### config.mk
export PLATFORM = sky130hd
export DESIGN_NAME = cpx_exec
export DESIGN_NICKNAME = d
export VERILOG_FILES = /design/src/design/cpx_pkg.sv /design/src/design/cpx_exec.sv
export VERILOG_INCLUDE_DIRS = /design/src /design/src/design
export SDC_FILE = /design/constraint.sdc
export NUM_CORES = 1
export LEC_CHECK = 0
export BUFFER_PORTS_ARGS = -buffer_cell sky130_fd_sc_hd__clkbuf_2
export CAP_MARGIN = 30
export CORE_MARGIN = 1.5
export CORE_UTILIZATION = 30
export CTS_BUF_LIST = sky130_fd_sc_hd__clkbuf_8
export CTS_CLUSTER_DIAMETER = 80
export DETAILED_ROUTE_END_ITERATION = 10
export SYNTH_ARGS = -nofsm -noshare
export SYNTH_HDL_FRONTEND = slang
export SYNTH_SLANG_ARGS = --single-unit
### constraint.sdc
create_clock -name i_ref_clk -period 4.3 [get_ports i_ref_clk]
set_clock_uncertainty 0.1 [all_clocks]
set_input_delay 0.86 -clock i_ref_clk [delete_from_list [all_inputs] [get_ports i_ref_clk]]
set_output_delay 0.86 -clock i_ref_clk [all_outputs]
set_load 0.02 [all_outputs]
### src/design/cpx_cfg.svh
`ifndef CPX_CFG_SVH
`define CPX_CFG_SVH
// ----------------------------------
// register byte offsets
// ----------------------------------
`define OF_INSTR 8'h00
`define OF_PC 8'h04
`define OF_STAT 8'h08
`define OF_OPND 8'h0C
`define OF_BASE 8'h10
`define OF_SHCNT 8'h14
`define OF_IMM 8'h18
`define OF_RES 8'h1C
`define OF_CTRL 8'h20
// ----------------------------------
// opcodes, instruction bit 15 is msb
// ----------------------------------
`define OPC_LSF 6'h0C
`define OPC_SSF 6'h0D
`define OPC_BSET 8'h1D
`define OPC_BCLR 8'h1E
`define OPC_BTST 8'h1F
`define OPC_JUMP 4'h1
`define OPC_SHRA 8'h08
`define OPC_SHRL 8'h09
`define OPC_SHL 8'h0A
`define OPC_ROR 8'h0B
`define OPC_ILD 11'h010
`define OPC_IADD 11'h011
`define OPC_IAND 11'h012
`define OPC_IOR 11'h013
`define OPC_ICMP 11'h014
// ----------------------------------
// jump condition codes
// ----------------------------------
`define J_ALW 4'h0
`define J_LT 4'h1
`define J_LE 4'h2
`define J_EQ 4'h3
`define J_HE 4'h4
`define J_GT 4'h5
`define J_NE 4'h6
`define J_NC 4'h7
`define J_OC 4'h8
`define J_NO 4'h9
`define J_L 4'hA
`define J_H 4'hB
`define J_OP 4'hC
// ----------------------------------
// fields and counts
// ----------------------------------
`define F_OP4 15:12
`define F_OP6 15:10
`define F_OP8 15:8
`define F_OP11 15:5
`define F_JC 11:8
`define F_SCNT 9:6
`define F_SHCNT 7:4
`define F_TS 5:4
`define F_DISP 7:0
`define F_SHN 3:0
`define F_BASE 12:1
`define F_ST 15:10
`define F_ADDR 7:0
`define TS_AUTO 2'h3
`define FULL_CNT 5'h10
`define BYTE_MAX 5'h08
`define ONE_CNT 5'h01
`define WSTEP 16'h0002
`define ISTEP 16'h0004
`define INC_BYTE 2'h1
`define INC_WORD 2'h2
`define RESP_OK 2'h0
`define RESP_ERR 2'h2
`define ZERO16 16'h0000
`define ZERO8 8'h00
`endif

### src/design/cpx_pkg.sv
package cpx_pkg;
  typedef struct packed {
    logic lgt;
    logic agt;
    logic eq;
    logic car;
    logic ovf;
    logic par;
  } cpx_flags_t;
  typedef struct packed {
    logic [11:0] addr;
    logic data;
    logic we;
  } cpx_sio_t;
  typedef enum logic [1:0] {
    CPX_IDLE = 2'b00,
    CPX_LOAD = 2'b01,
    CPX_RUN = 2'b11
  } cpx_state_t;
  typedef enum logic [3:0] {
    CPX_NONE, CPX_LSF, CPX_SSF, CPX_BSET, CPX_BCLR, CPX_BTST, CPX_JUMP, CPX_SHL,
    CPX_SHRA, CPX_ROR, CPX_SHRL, CPX_ILD, CPX_IADD, CPX_IAND, CPX_IOR, CPX_ICMP
  } cpx_op_t;
endpackage

### src/design/cpx_exec.sv
`timescale 1ns/1ns
`default_nettype none
`include "cpx_cfg.svh"
// How it works
// - Multi-bit serial moves count-field bits; zero count moves sixteen.
// - Start serial address is base register bits 1 to 12.
// - One bit per cycle, serial address steps, base register untouched.
// - Counts 1-8 mark a byte source address, others a word address.
// - Auto-increment source steps by 1 for counts 1-8, else by 2.
// - Load field sends operand lsb first; sets compare flags and parity.
// - Store field fills result from lsb; unfilled bits are zero.
// - Bit set/clear drive base-relative output bit; flags untouched.
// - Bit test copies the addressed input bit into the equal flag.
// - Jump loads target only if condition holds, else next word.
// - Signed 8-bit word displacement added to address after the jump.
// - Compare-style jump conditions from equal and greater flags.
// - Single-flag jumps on carry, overflow, parity; one jump unconditional.
// - Shift count zero takes count register low nibble; zero means sixteen.
// - Left arithmetic shift fills zeros; updates compare, carry, overflow.
// - Right arithmetic shift refills msb; updates compare and carry.
// - Circular shift wraps lsb to msb; logical shift fills zeros.
// - Immediate load, add, and, or, compare; add also sets carry, overflow.
// - Serial parity set only for counts 1-8 with odd ones.
// - Shift carry is the last bit shifted out.
// - Left shift overflow if msb changes at any step.
module cpx_exec #(
  parameter int ADDR_W = 8
) (
  // clock and reset
  input wire logic i_ref_clk,
  input wire logic i_rst,
  // axi4-lite write
  input wire logic [ADDR_W-1:0] i_awaddr,
  input wire logic i_awvalid,
  output logic o_awready,
  input wire logic [31:0] i_wdata,
  input wire logic [3:0] i_wstrb,
  input wire logic i_wvalid,
  output logic o_wready,
  output logic [1:0] o_bresp,
  output logic o_bvalid,
  input wire logic i_bready,
  // axi4-lite read
  input wire logic [ADDR_W-1:0] i_araddr,
  input wire logic i_arvalid,
  output logic o_arready,
  output logic [31:0] o_rdata,
  output logic [1:0] o_rresp,
  output logic o_rvalid,
  input wire logic i_rready,
  // bit serial io space
  output var cpx_pkg::cpx_sio_t o_sio,
  input wire logic i_sio_in,
  // core side
  output var cpx_pkg::cpx_flags_t o_flags,
  output logic o_busy,
  output logic o_src_byte,
  output logic [1:0] o_src_incr
);
  import cpx_pkg::*;

  if (ADDR_W < 8 || ADDR_W > 32) begin : g_chk
    $error("cpx_exec: ADDR_W must be 8 to 32");
  end

  // ----------------------------------
  // functions
  // ----------------------------------
  function automatic cpx_op_t decode(input logic [15:0] w);
    cpx_op_t op;
    op = CPX_NONE;
    if (w[`F_OP6] == `OPC_LSF) op = CPX_LSF;
    else if (w[`F_OP6] == `OPC_SSF) op = CPX_SSF;
    else if (w[`F_OP8] == `OPC_BSET) op = CPX_BSET;
    else if (w[`F_OP8] == `OPC_BCLR) op = CPX_BCLR;
    else if (w[`F_OP8] == `OPC_BTST) op = CPX_BTST;
    else if (w[`F_OP4] == `OPC_JUMP) op = CPX_JUMP;
    else if (w[`F_OP8] == `OPC_SHL) op = CPX_SHL;
    else if (w[`F_OP8] == `OPC_SHRA) op = CPX_SHRA;
    else if (w[`F_OP8] == `OPC_ROR) op = CPX_ROR;
    else if (w[`F_OP8] == `OPC_SHRL) op = CPX_SHRL;
    else if (w[`F_OP11] == `OPC_ILD) op = CPX_ILD;
    else if (w[`F_OP11] == `OPC_IADD) op = CPX_IADD;
    else if (w[`F_OP11] == `OPC_IAND) op = CPX_IAND;
    else if (w[`F_OP11] == `OPC_IOR) op = CPX_IOR;
    else if (w[`F_OP11] == `OPC_ICMP) op = CPX_ICMP;
    return op;
  endfunction

  function automatic logic jump_ok(input logic [3:0] c, input cpx_flags_t f);
    logic ok;
    ok = 1'b0;
    unique case (c)
      `J_ALW: ok = 1'b1;
      `J_LT: ok = !f.agt && !f.eq;
      `J_LE: ok = !f.lgt || f.eq;
      `J_EQ: ok = f.eq;
      `J_HE: ok = f.lgt || f.eq;
      `J_GT: ok = f.agt;
      `J_NE: ok = !f.eq;
      `J_L: ok = !f.lgt && !f.eq;
      `J_H: ok = f.lgt && !f.eq;
      `J_NC: ok = !f.car;
      `J_OC: ok = f.car;
      `J_NO: ok = !f.ovf;
      `J_OP: ok = f.par;
      default: ok = 1'b0;
    endcase
    return ok;
  endfunction

  // lgt, agt, eq of a against b
  function automatic logic [2:0] cmp3(input logic [15:0] a, input logic [15:0] b);
    return {a > b, $signed(a) > $signed(b), a == b};
  endfunction

  function automatic logic [4:0] cnt16(input logic [3:0] c);
    return (c == 4'h0) ? `FULL_CNT : {1'b0, c};
  endfunction

  function automatic logic [15:0] wm(input logic [15:0] old, input logic [31:0] d,
                                     input logic [3:0] s);
    return {s[1] ? d[15:8] : old[15:8], s[0] ? d[7:0] : old[7:0]};
  endfunction

  // carry out and shifted word, one place
  function automatic logic [16:0] shift1(input cpx_op_t op, input logic [15:0] v);
    logic [16:0] r;
    r = {v[0], 1'b0, v[15:1]};
    if (op == CPX_SHL) r = {v[15], v[14:0], 1'b0};
    else if (op == CPX_SHRA) r = {v[0], v[15], v[15:1]};
    else if (op == CPX_ROR) r = {v[0], v[0], v[15:1]};
    return r;
  endfunction

  // ----------------------------------
  // state
  // ----------------------------------
  cpx_state_t state_q, state_d;
  cpx_op_t op_q, op_d;
  cpx_flags_t st_q, st_d;
  cpx_sio_t sio_q, sio_d;
  logic [15:0] ins_q, ins_d, pc_q, pc_d, opnd_q, opnd_d, base_q, base_d;
  logic [15:0] shc_q, shc_d, imm_q, imm_d, res_q, res_d;
  logic [4:0] idx_q, idx_d, total_q, total_d;
  logic sbyte_q, sbyte_d, acc_q, acc_d;
  logic [1:0] sincr_q, sincr_d;
  logic bvalid_q, bvalid_d, rvalid_q, rvalid_d;
  logic [1:0] bresp_q, bresp_d, rresp_q, rresp_d;
  logic [31:0] rdata_q, rdata_d;

  // ----------------------------------
  // helpers
  // ----------------------------------
  logic wr_fire, wr_ok, last, sh_c, jmp_ok_w;
  logic [7:0] wr_ofs, rd_ofs;
  logic [4:0] idx_n;
  logic [15:0] sh_v, ssf_res, ser_val, ser_cmp, pc_next, jmp_tgt;
  logic [16:0] add_sum;
  logic [11:0] base_addr, disp_ext;
  cpx_op_t op_dec;

  assign wr_ofs = i_awaddr[`F_ADDR];
  assign rd_ofs = i_araddr[`F_ADDR];
  assign wr_fire = i_awvalid && i_wvalid && !bvalid_q;
  assign wr_ok = wr_ofs inside {`OF_INSTR, `OF_PC, `OF_STAT, `OF_OPND, `OF_BASE,
                                `OF_SHCNT, `OF_IMM};
  assign last = (idx_q == total_q - `ONE_CNT);
  assign idx_n = idx_q + `ONE_CNT;
  assign op_dec = decode(ins_q);
  assign base_addr = base_q[`F_BASE];
  assign disp_ext = 12'($signed(ins_q[`F_DISP]));
  assign {sh_c, sh_v} = shift1(op_q, res_q);
  assign ssf_res = res_q | (16'(i_sio_in) << idx_q[3:0]);
  assign ser_val = (op_q == CPX_LSF) ? opnd_q : ssf_res;
  assign ser_cmp = sbyte_q ? {ser_val[7:0], `ZERO8} : ser_val;
  assign add_sum = {1'b0, opnd_q} + {1'b0, imm_q};
  assign pc_next = pc_q + `WSTEP;
  assign jmp_tgt = pc_next + 16'($signed({ins_q[`F_DISP], 1'b0}));
  assign jmp_ok_w = jump_ok(ins_q[`F_JC], st_q);

  // ----------------------------------
  // axi4-lite slave
  // ----------------------------------
  always_comb begin
    bvalid_d = bvalid_q;
    bresp_d = bresp_q;
    rvalid_d = rvalid_q;
    rresp_d = rresp_q;
    rdata_d = rdata_q;
    if (bvalid_q && i_bready) bvalid_d = 1'b0;
    if (wr_fire) begin
      bvalid_d = 1'b1;
      bresp_d = wr_ok ? `RESP_OK : `RESP_ERR;
    end
    if (rvalid_q && i_rready) rvalid_d = 1'b0;
    if (i_arvalid && !rvalid_q) begin
      rvalid_d = 1'b1;
      rresp_d = `RESP_OK;
      unique case (rd_ofs)
        `OF_INSTR: rdata_d = 32'(ins_q);
        `OF_PC: rdata_d = 32'(pc_q);
        `OF_STAT: rdata_d = 32'({st_q, 10'h000});
        `OF_OPND: rdata_d = 32'(opnd_q);
        `OF_BASE: rdata_d = 32'(base_q);
        `OF_SHCNT: rdata_d = 32'(shc_q);
        `OF_IMM: rdata_d = 32'(imm_q);
        `OF_RES: rdata_d = 32'(res_q);
        `OF_CTRL: rdata_d = 32'({sincr_q, sbyte_q, o_busy});
        default: begin
          rdata_d = 32'h00000000;
          rresp_d = `RESP_ERR;
        end
      endcase
    end
  end

  always_ff @(posedge i_ref_clk) begin
    if (i_rst) begin
      bvalid_q <= 1'b0;
      bresp_q <= `RESP_OK;
      rvalid_q <= 1'b0;
      rresp_q <= `RESP_OK;
      rdata_q <= 32'h00000000;
    end else begin
      bvalid_q <= bvalid_d;
      bresp_q <= bresp_d;
      rvalid_q <= rvalid_d;
      rresp_q <= rresp_d;
      rdata_q <= rdata_d;
    end
  end

  assign o_awready = wr_fire;
  assign o_wready = wr_fire;
  assign o_bvalid = bvalid_q;
  assign o_bresp = bresp_q;
  assign o_arready = !rvalid_q;
  assign o_rvalid = rvalid_q;
  assign o_rresp = rresp_q;
  assign o_rdata = rdata_q;

  // ----------------------------------
  // execution
  // ----------------------------------
  always_comb begin
    state_d = state_q;
    op_d = op_q;
    ins_d = ins_q;
    pc_d = pc_q;
    st_d = st_q;
    opnd_d = opnd_q;
    base_d = base_q;
    shc_d = shc_q;
    imm_d = imm_q;
    res_d = res_q;
    idx_d = idx_q;
    total_d = total_q;
    sio_d = sio_q;
    sbyte_d = sbyte_q;
    sincr_d = sincr_q;
    acc_d = acc_q;
    unique case (state_q)
      CPX_IDLE: begin
        // writes while busy are dropped so operands stay put
        if (wr_fire) begin
          unique case (wr_ofs)
            `OF_INSTR: begin
              ins_d = wm(ins_q, i_wdata, i_wstrb);
              state_d = CPX_LOAD;
            end
            `OF_PC: pc_d = wm(pc_q, i_wdata, i_wstrb);
            `OF_STAT: if (i_wstrb[1]) st_d = cpx_flags_t'(i_wdata[`F_ST]);
            `OF_OPND: opnd_d = wm(opnd_q, i_wdata, i_wstrb);
            `OF_BASE: base_d = wm(base_q, i_wdata, i_wstrb);
            `OF_SHCNT: shc_d = wm(shc_q, i_wdata, i_wstrb);
            `OF_IMM: imm_d = wm(imm_q, i_wdata, i_wstrb);
            default: ;
          endcase
        end
      end
      CPX_LOAD: begin
        op_d = op_dec;
        state_d = CPX_RUN;
        idx_d = 5'h00;
        total_d = `ONE_CNT;
        res_d = opnd_q;
        acc_d = 1'b0;
        sbyte_d = 1'b0;
        sincr_d = 2'h0;
        sio_d = '0;
        if (op_dec == CPX_LSF || op_dec == CPX_SSF) begin
          total_d = cnt16(ins_q[`F_SCNT]);
          sbyte_d = (total_d <= `BYTE_MAX);
          if (ins_q[`F_TS] == `TS_AUTO)
            sincr_d = sbyte_d ? `INC_BYTE : `INC_WORD;
          sio_d.addr = base_addr;
          sio_d.data = opnd_q[0];
          sio_d.we = (op_dec == CPX_LSF);
          if (op_dec == CPX_SSF) res_d = `ZERO16;
        end else if (op_dec inside {CPX_BSET, CPX_BCLR, CPX_BTST}) begin
          sio_d.addr = base_addr + disp_ext;
          sio_d.data = (op_dec == CPX_BSET);
          sio_d.we = (op_dec != CPX_BTST);
        end else if (op_dec inside {CPX_SHL, CPX_SHRA, CPX_ROR, CPX_SHRL}) begin
          total_d = (ins_q[`F_SHCNT] == 4'h0) ? cnt16(shc_q[`F_SHN])
                                               : cnt16(ins_q[`F_SHCNT]);
        end
      end
      CPX_RUN: begin
        unique case (op_q)
          CPX_LSF, CPX_SSF: begin
            if (op_q == CPX_SSF) res_d = ssf_res;
            if (last) begin
              sio_d.we = 1'b0;
              {st_d.lgt, st_d.agt, st_d.eq} = cmp3(ser_cmp, `ZERO16);
              st_d.par = sbyte_q && ^ser_val[7:0];
              pc_d = pc_next;
              state_d = CPX_IDLE;
            end else begin
              idx_d = idx_n;
              sio_d.addr = sio_q.addr + 12'h001;
              sio_d.data = opnd_q[idx_n[3:0]];
            end
          end
          CPX_BSET, CPX_BCLR, CPX_BTST: begin
            sio_d.we = 1'b0;
            if (op_q == CPX_BTST) st_d.eq = i_sio_in;
            pc_d = pc_next;
            state_d = CPX_IDLE;
          end
          CPX_JUMP: begin
            pc_d = jmp_ok_w ? jmp_tgt : pc_next;
            state_d = CPX_IDLE;
          end
          CPX_SHL, CPX_SHRA, CPX_ROR, CPX_SHRL: begin
            // one place per cycle keeps the shifter small
            res_d = sh_v;
            st_d.car = sh_c;
            acc_d = acc_q || (op_q == CPX_SHL && res_q[15] != res_q[14]);
            idx_d = idx_n;
            if (last) begin
              {st_d.lgt, st_d.agt, st_d.eq} = cmp3(sh_v, `ZERO16);
              if (op_q == CPX_SHL) st_d.ovf = acc_d;
              pc_d = pc_next;
              state_d = CPX_IDLE;
            end
          end
          CPX_ILD, CPX_IADD, CPX_IAND, CPX_IOR, CPX_ICMP: begin
            unique case (op_q)
              CPX_ILD: res_d = imm_q;
              CPX_IADD: res_d = add_sum[15:0];
              CPX_IAND: res_d = opnd_q & imm_q;
              CPX_IOR: res_d = opnd_q | imm_q;
              default: res_d = opnd_q;
            endcase
            if (op_q == CPX_ICMP) {st_d.lgt, st_d.agt, st_d.eq} = cmp3(opnd_q, imm_q);
            else {st_d.lgt, st_d.agt, st_d.eq} = cmp3(res_d, `ZERO16);
            if (op_q == CPX_IADD) begin
              st_d.car = add_sum[16];
              st_d.ovf = (opnd_q[15] == imm_q[15]) && (add_sum[15] != opnd_q[15]);
            end
            pc_d = pc_q + `ISTEP;
            state_d = CPX_IDLE;
          end
          CPX_NONE: begin
            pc_d = pc_next;
            state_d = CPX_IDLE;
          end
        endcase
      end
      default: state_d = CPX_IDLE;
    endcase
  end

  always_ff @(posedge i_ref_clk) begin
    if (i_rst) begin
      state_q <= CPX_IDLE;
      op_q <= CPX_NONE;
      ins_q <= `ZERO16;
      pc_q <= `ZERO16;
      st_q <= '0;
      opnd_q <= `ZERO16;
      base_q <= `ZERO16;
      shc_q <= `ZERO16;
      imm_q <= `ZERO16;
      res_q <= `ZERO16;
      idx_q <= 5'h00;
      total_q <= 5'h00;
      sio_q <= '0;
      sbyte_q <= 1'b0;
      sincr_q <= 2'h0;
      acc_q <= 1'b0;
    end else begin
      state_q <= state_d;
      op_q <= op_d;
      ins_q <= ins_d;
      pc_q <= pc_d;
      st_q <= st_d;
      opnd_q <= opnd_d;
      base_q <= base_d;
      shc_q <= shc_d;
      imm_q <= imm_d;
      res_q <= res_d;
      idx_q <= idx_d;
      total_q <= total_d;
      sio_q <= sio_d;
      sbyte_q <= sbyte_d;
      sincr_q <= sincr_d;
      acc_q <= acc_d;
    end
  end

  assign o_sio = sio_q;
  assign o_flags = st_q;
  assign o_busy = (state_q != CPX_IDLE);
  assign o_src_byte = sbyte_q;
  assign o_src_incr = sincr_q;
endmodule
`default_nettype wire

==> flow_metrics.tcl <==
set metrics [dict create \
    antenna_cells 0 \
    clockRootBuffer "clkbuf_8" \
    first_pass_iters 6 \
    synthDistinctLibCells 83 \
    final_area_um2 15400 \
    rsz0062_at_grt "no" \
    dp_hpwl_um 43110 \
    slew_viol_final 0 \
    yosysMostFrequentCell "nor2_1" \
    drt_wl_total_um 56790 \
    std_cell_rows 78 \
    maxCapViolCount 0 \
    ant_nets 0 \
    grt_usage_pct 23.65 \
    final.setup.tns_ns 0 \
    hold_violations 0 \
    crit_type "reg -> reg" \
    clk_latency_ns 0.52 \
    slew_headroom_pct 29.10 \
    clk_path_buf_depth 2 \
    grt_pass1_vias 13650 \
    worstPathArrival_ns 4.27 \
    synth.area.top_cells "dfxtp_1, ha_1, nor2_1" \
    gp_congestion 0.9503 \
    power-per-cell-area_nw_per_um2 212.8 \
    grt_overflow 0 \
    initial_core_util_pct 30.35 \
    fmax_ghz 0.2537 \
    hold_path_depth 2 \
    worstRegToRegCells 14 \
    path_clk_slew_ns 0.10 \
    route.detailed.drc 0 \
    dieArea_um2 47100 \
    fin_hold_ws_ns 0.3957 \
    synthToLayoutAreaGrowth_pct 12.10 \
    synthFlopType "dfxtp_1" \
    wl_per_cell_um 22.67 \
    synth_edf_count 0 \
    num-nets-final 2036 \
    fin_util_pct 34.02 \
    antenna_found_initial 0 \
    critPathCaptureType "flip-flop" \
    grt_pass1_wl_um 85210 \
    worst_pin_slew_ns 1.060 \
    syn_area_um2 13740 \
    cp.required_ns 4.63 \
    drt-initial-drc-count 1821 \
    synth_seq_cells 172 \
    htree_levels 4 \
    synthCells 1826 \
    synth_top_cell_area_share_pct 25.06 \
    vias_per_cell 6.015 \
    vdd_ir_drop_max_v 0.0001628 \
    place_area_um2 14990 \
    layout-drive-gt1-share_pct 12.13 \
    port_buffers 88 \
    synth_common_cells "nor2_1, dfxtp_1, a21oi_1" \
    status "finished clean" \
    async_flop_share_pct 0 \
    synth_warnings 0 \
    crit_fanout 7 \
    hold_class "reg -> reg" \
    total_power_w 0.003277 \
    syn_area_per_cell_um2 7.526 \
    fin_crit_ns 3.942 \
    finalSetupViolCount 0 \
    clock_sinks 172 \
    synth.largest_area_cell "dfxtp_1" \
    dieHeight_um 217.0 \
    min_period_over_period_pct 91.68 \
    yosysSeqAreaShare_pct 25.06 \
    start_kind "flip-flop" \
    cts_buffers 17 \
    coreArea_um2 45280 \
    cts_hold_buf 0 \
    cts_tree "done" \
    cts_setup_buffers 0 \
    ctsResizeCount 0 \
    power_leakage_nw 5.801 \
    io_pins 125 \
    die_w_um 217.0 \
    num_vias 15070 \
    grt_max_degree 90 \
]
[layout make-up]
| cell class | count | area (um2) |
|---|---|---|
| Fill cell | 4873 | 29880 |
| Timing Repair Buffer | 167 | 1056 |
| Inverter | 72 | 270.3 |
| Multi-Input combinational cell | 1462 | 9495 |
| Clock buffer | 17 | 234.0 |
| Clock inverter | 15 | 155.1 |
| Sequential cell | 172 | 3443 |
| Tap cell | 600 | 750.7 |
[worst max-delay path, stage by stage, from the launching register on]
cell,delay (ns)
dfxtp_1,0.47
ha_1,0.25
and4_1,0.29
nor2b_1,0.44
nand2_1,0.13
xnor2_1,0.24
ha_1,0.31
or3_1,0.36
o21ai_0,0.13
a31oi_1,0.13
a221oi_1,0.34
xnor2_1,0.18
a21o_1,0.14
a31oi_1,0.07
o41ai_1,0.27
[sequential cells by signal, indices dropped and copies added, names as in the netlist, 2 cells and up]
signal / flops
imm_q: 16
idx_q: 5
res_q: 16
pc_q: 16
opnd_q: 16
o_rdata: 16
total_q: 5
o_sio: 14
o_src_incr: 2
o_flags: 6
base_q: 16
op_q: 4
shc_q: 16
state_q: 2
ins_q: 16
[stage by stage]
| step | std cells | setup slack, ns |
|---|---|---|
| after global placement | 2472 | 0.5524 |
| final | 2505 | 0.3580 |
| after global routing | 2505 | 0.1428 |
| after floorplan | 1843 | 0.8582 |
| after CTS | 2504 | 0.4091 |
| after detailed placement | 2472 | 0.4601 |
[cell families (layout without fill, tap and decap cells)]
logic type               Yosys count  in the layout  synth area share, %
buffers and inverters            209            271                6.419
other                              1             18              0.02729
AO/OA/AOI/OAI                    584            584                28.25
adder cells (fa/ha/maj)           84             84                7.812
multiplexers                      98             98                7.539
AND/OR/NAND/NOR                  616            616                20.94
flip-flops                       172            172                25.06
XOR/XNOR                          62             62                3.952
[per-layer routing]
| metal | routed length (um) | global-route usage, % | up-vias |
|---|---|---|---|
| met2 | 24080 | 35.40 | 850 |
| met3 | 5892 | 5.674 | 120 |
| met4 | 1879 | 7.431 | 0 |
| met1 | 24950 | 33.20 | 7252 |
| li1 | - | - | 6845 |
| met5 | 0 | 0 | - |
[path summary, 6_finish.rpt]
check	start	end	slack, ns
worst max-delay path	pc_q[2]	pc_q[15]	0.36
worst min-delay path	ins_q[14]	ins_q[14]	0.40
worst max register to register	pc_q[2]	pc_q[15]	0.36
worst min register to register	ins_q[14]	ins_q[14]	0.40
[cells in the final DEF, fill, tap and decap left out, types with 10 or more instances in the layout]
| cell type | n |
|---|---|
| or3_1 | 13 |
| dfxtp_1 | 172 |
| and2_1 | 11 |
| mux2i_1 | 90 |
| xnor2_1 | 42 |
| clkbuf_2 | 87 |
| nor3_1 | 41 |
| nand2_1 | 120 |
| a221oi_1 | 29 |
| a2bb2oi_1 | 11 |
| o21a_1 | 10 |
| nand3_1 | 49 |
| a22o_1 | 10 |
| clkbuf_8 | 17 |
| nand4_1 | 14 |
| nor2_1 | 263 |
| nor2b_1 | 17 |
| xor2_1 | 20 |
| a22oi_1 | 55 |
| nor4_1 | 16 |
| buf_4 | 79 |
| inv_1 | 71 |
| a21o_1 | 13 |
| a211oi_1 | 37 |
| o22ai_1 | 16 |
| and3_1 | 14 |
| ha_1 | 80 |
| nand2b_1 | 10 |
| o211ai_1 | 13 |
| a31oi_1 | 50 |
| a21oi_1 | 149 |
| conb_1 | 18 |
| o21ai_0 | 93 |
[power by group]
part | internal, W | leakage [nW] | switching (W)
clock network | 0.000478 | 0.191 | 0.000715
registers | 0.00161 | 1.39 | 0.0000437
logic | 0.000145 | 4.22 | 0.000280
total | 0.00224 | 5.80 | 0.00104
(Power assumes the default switching activity.)
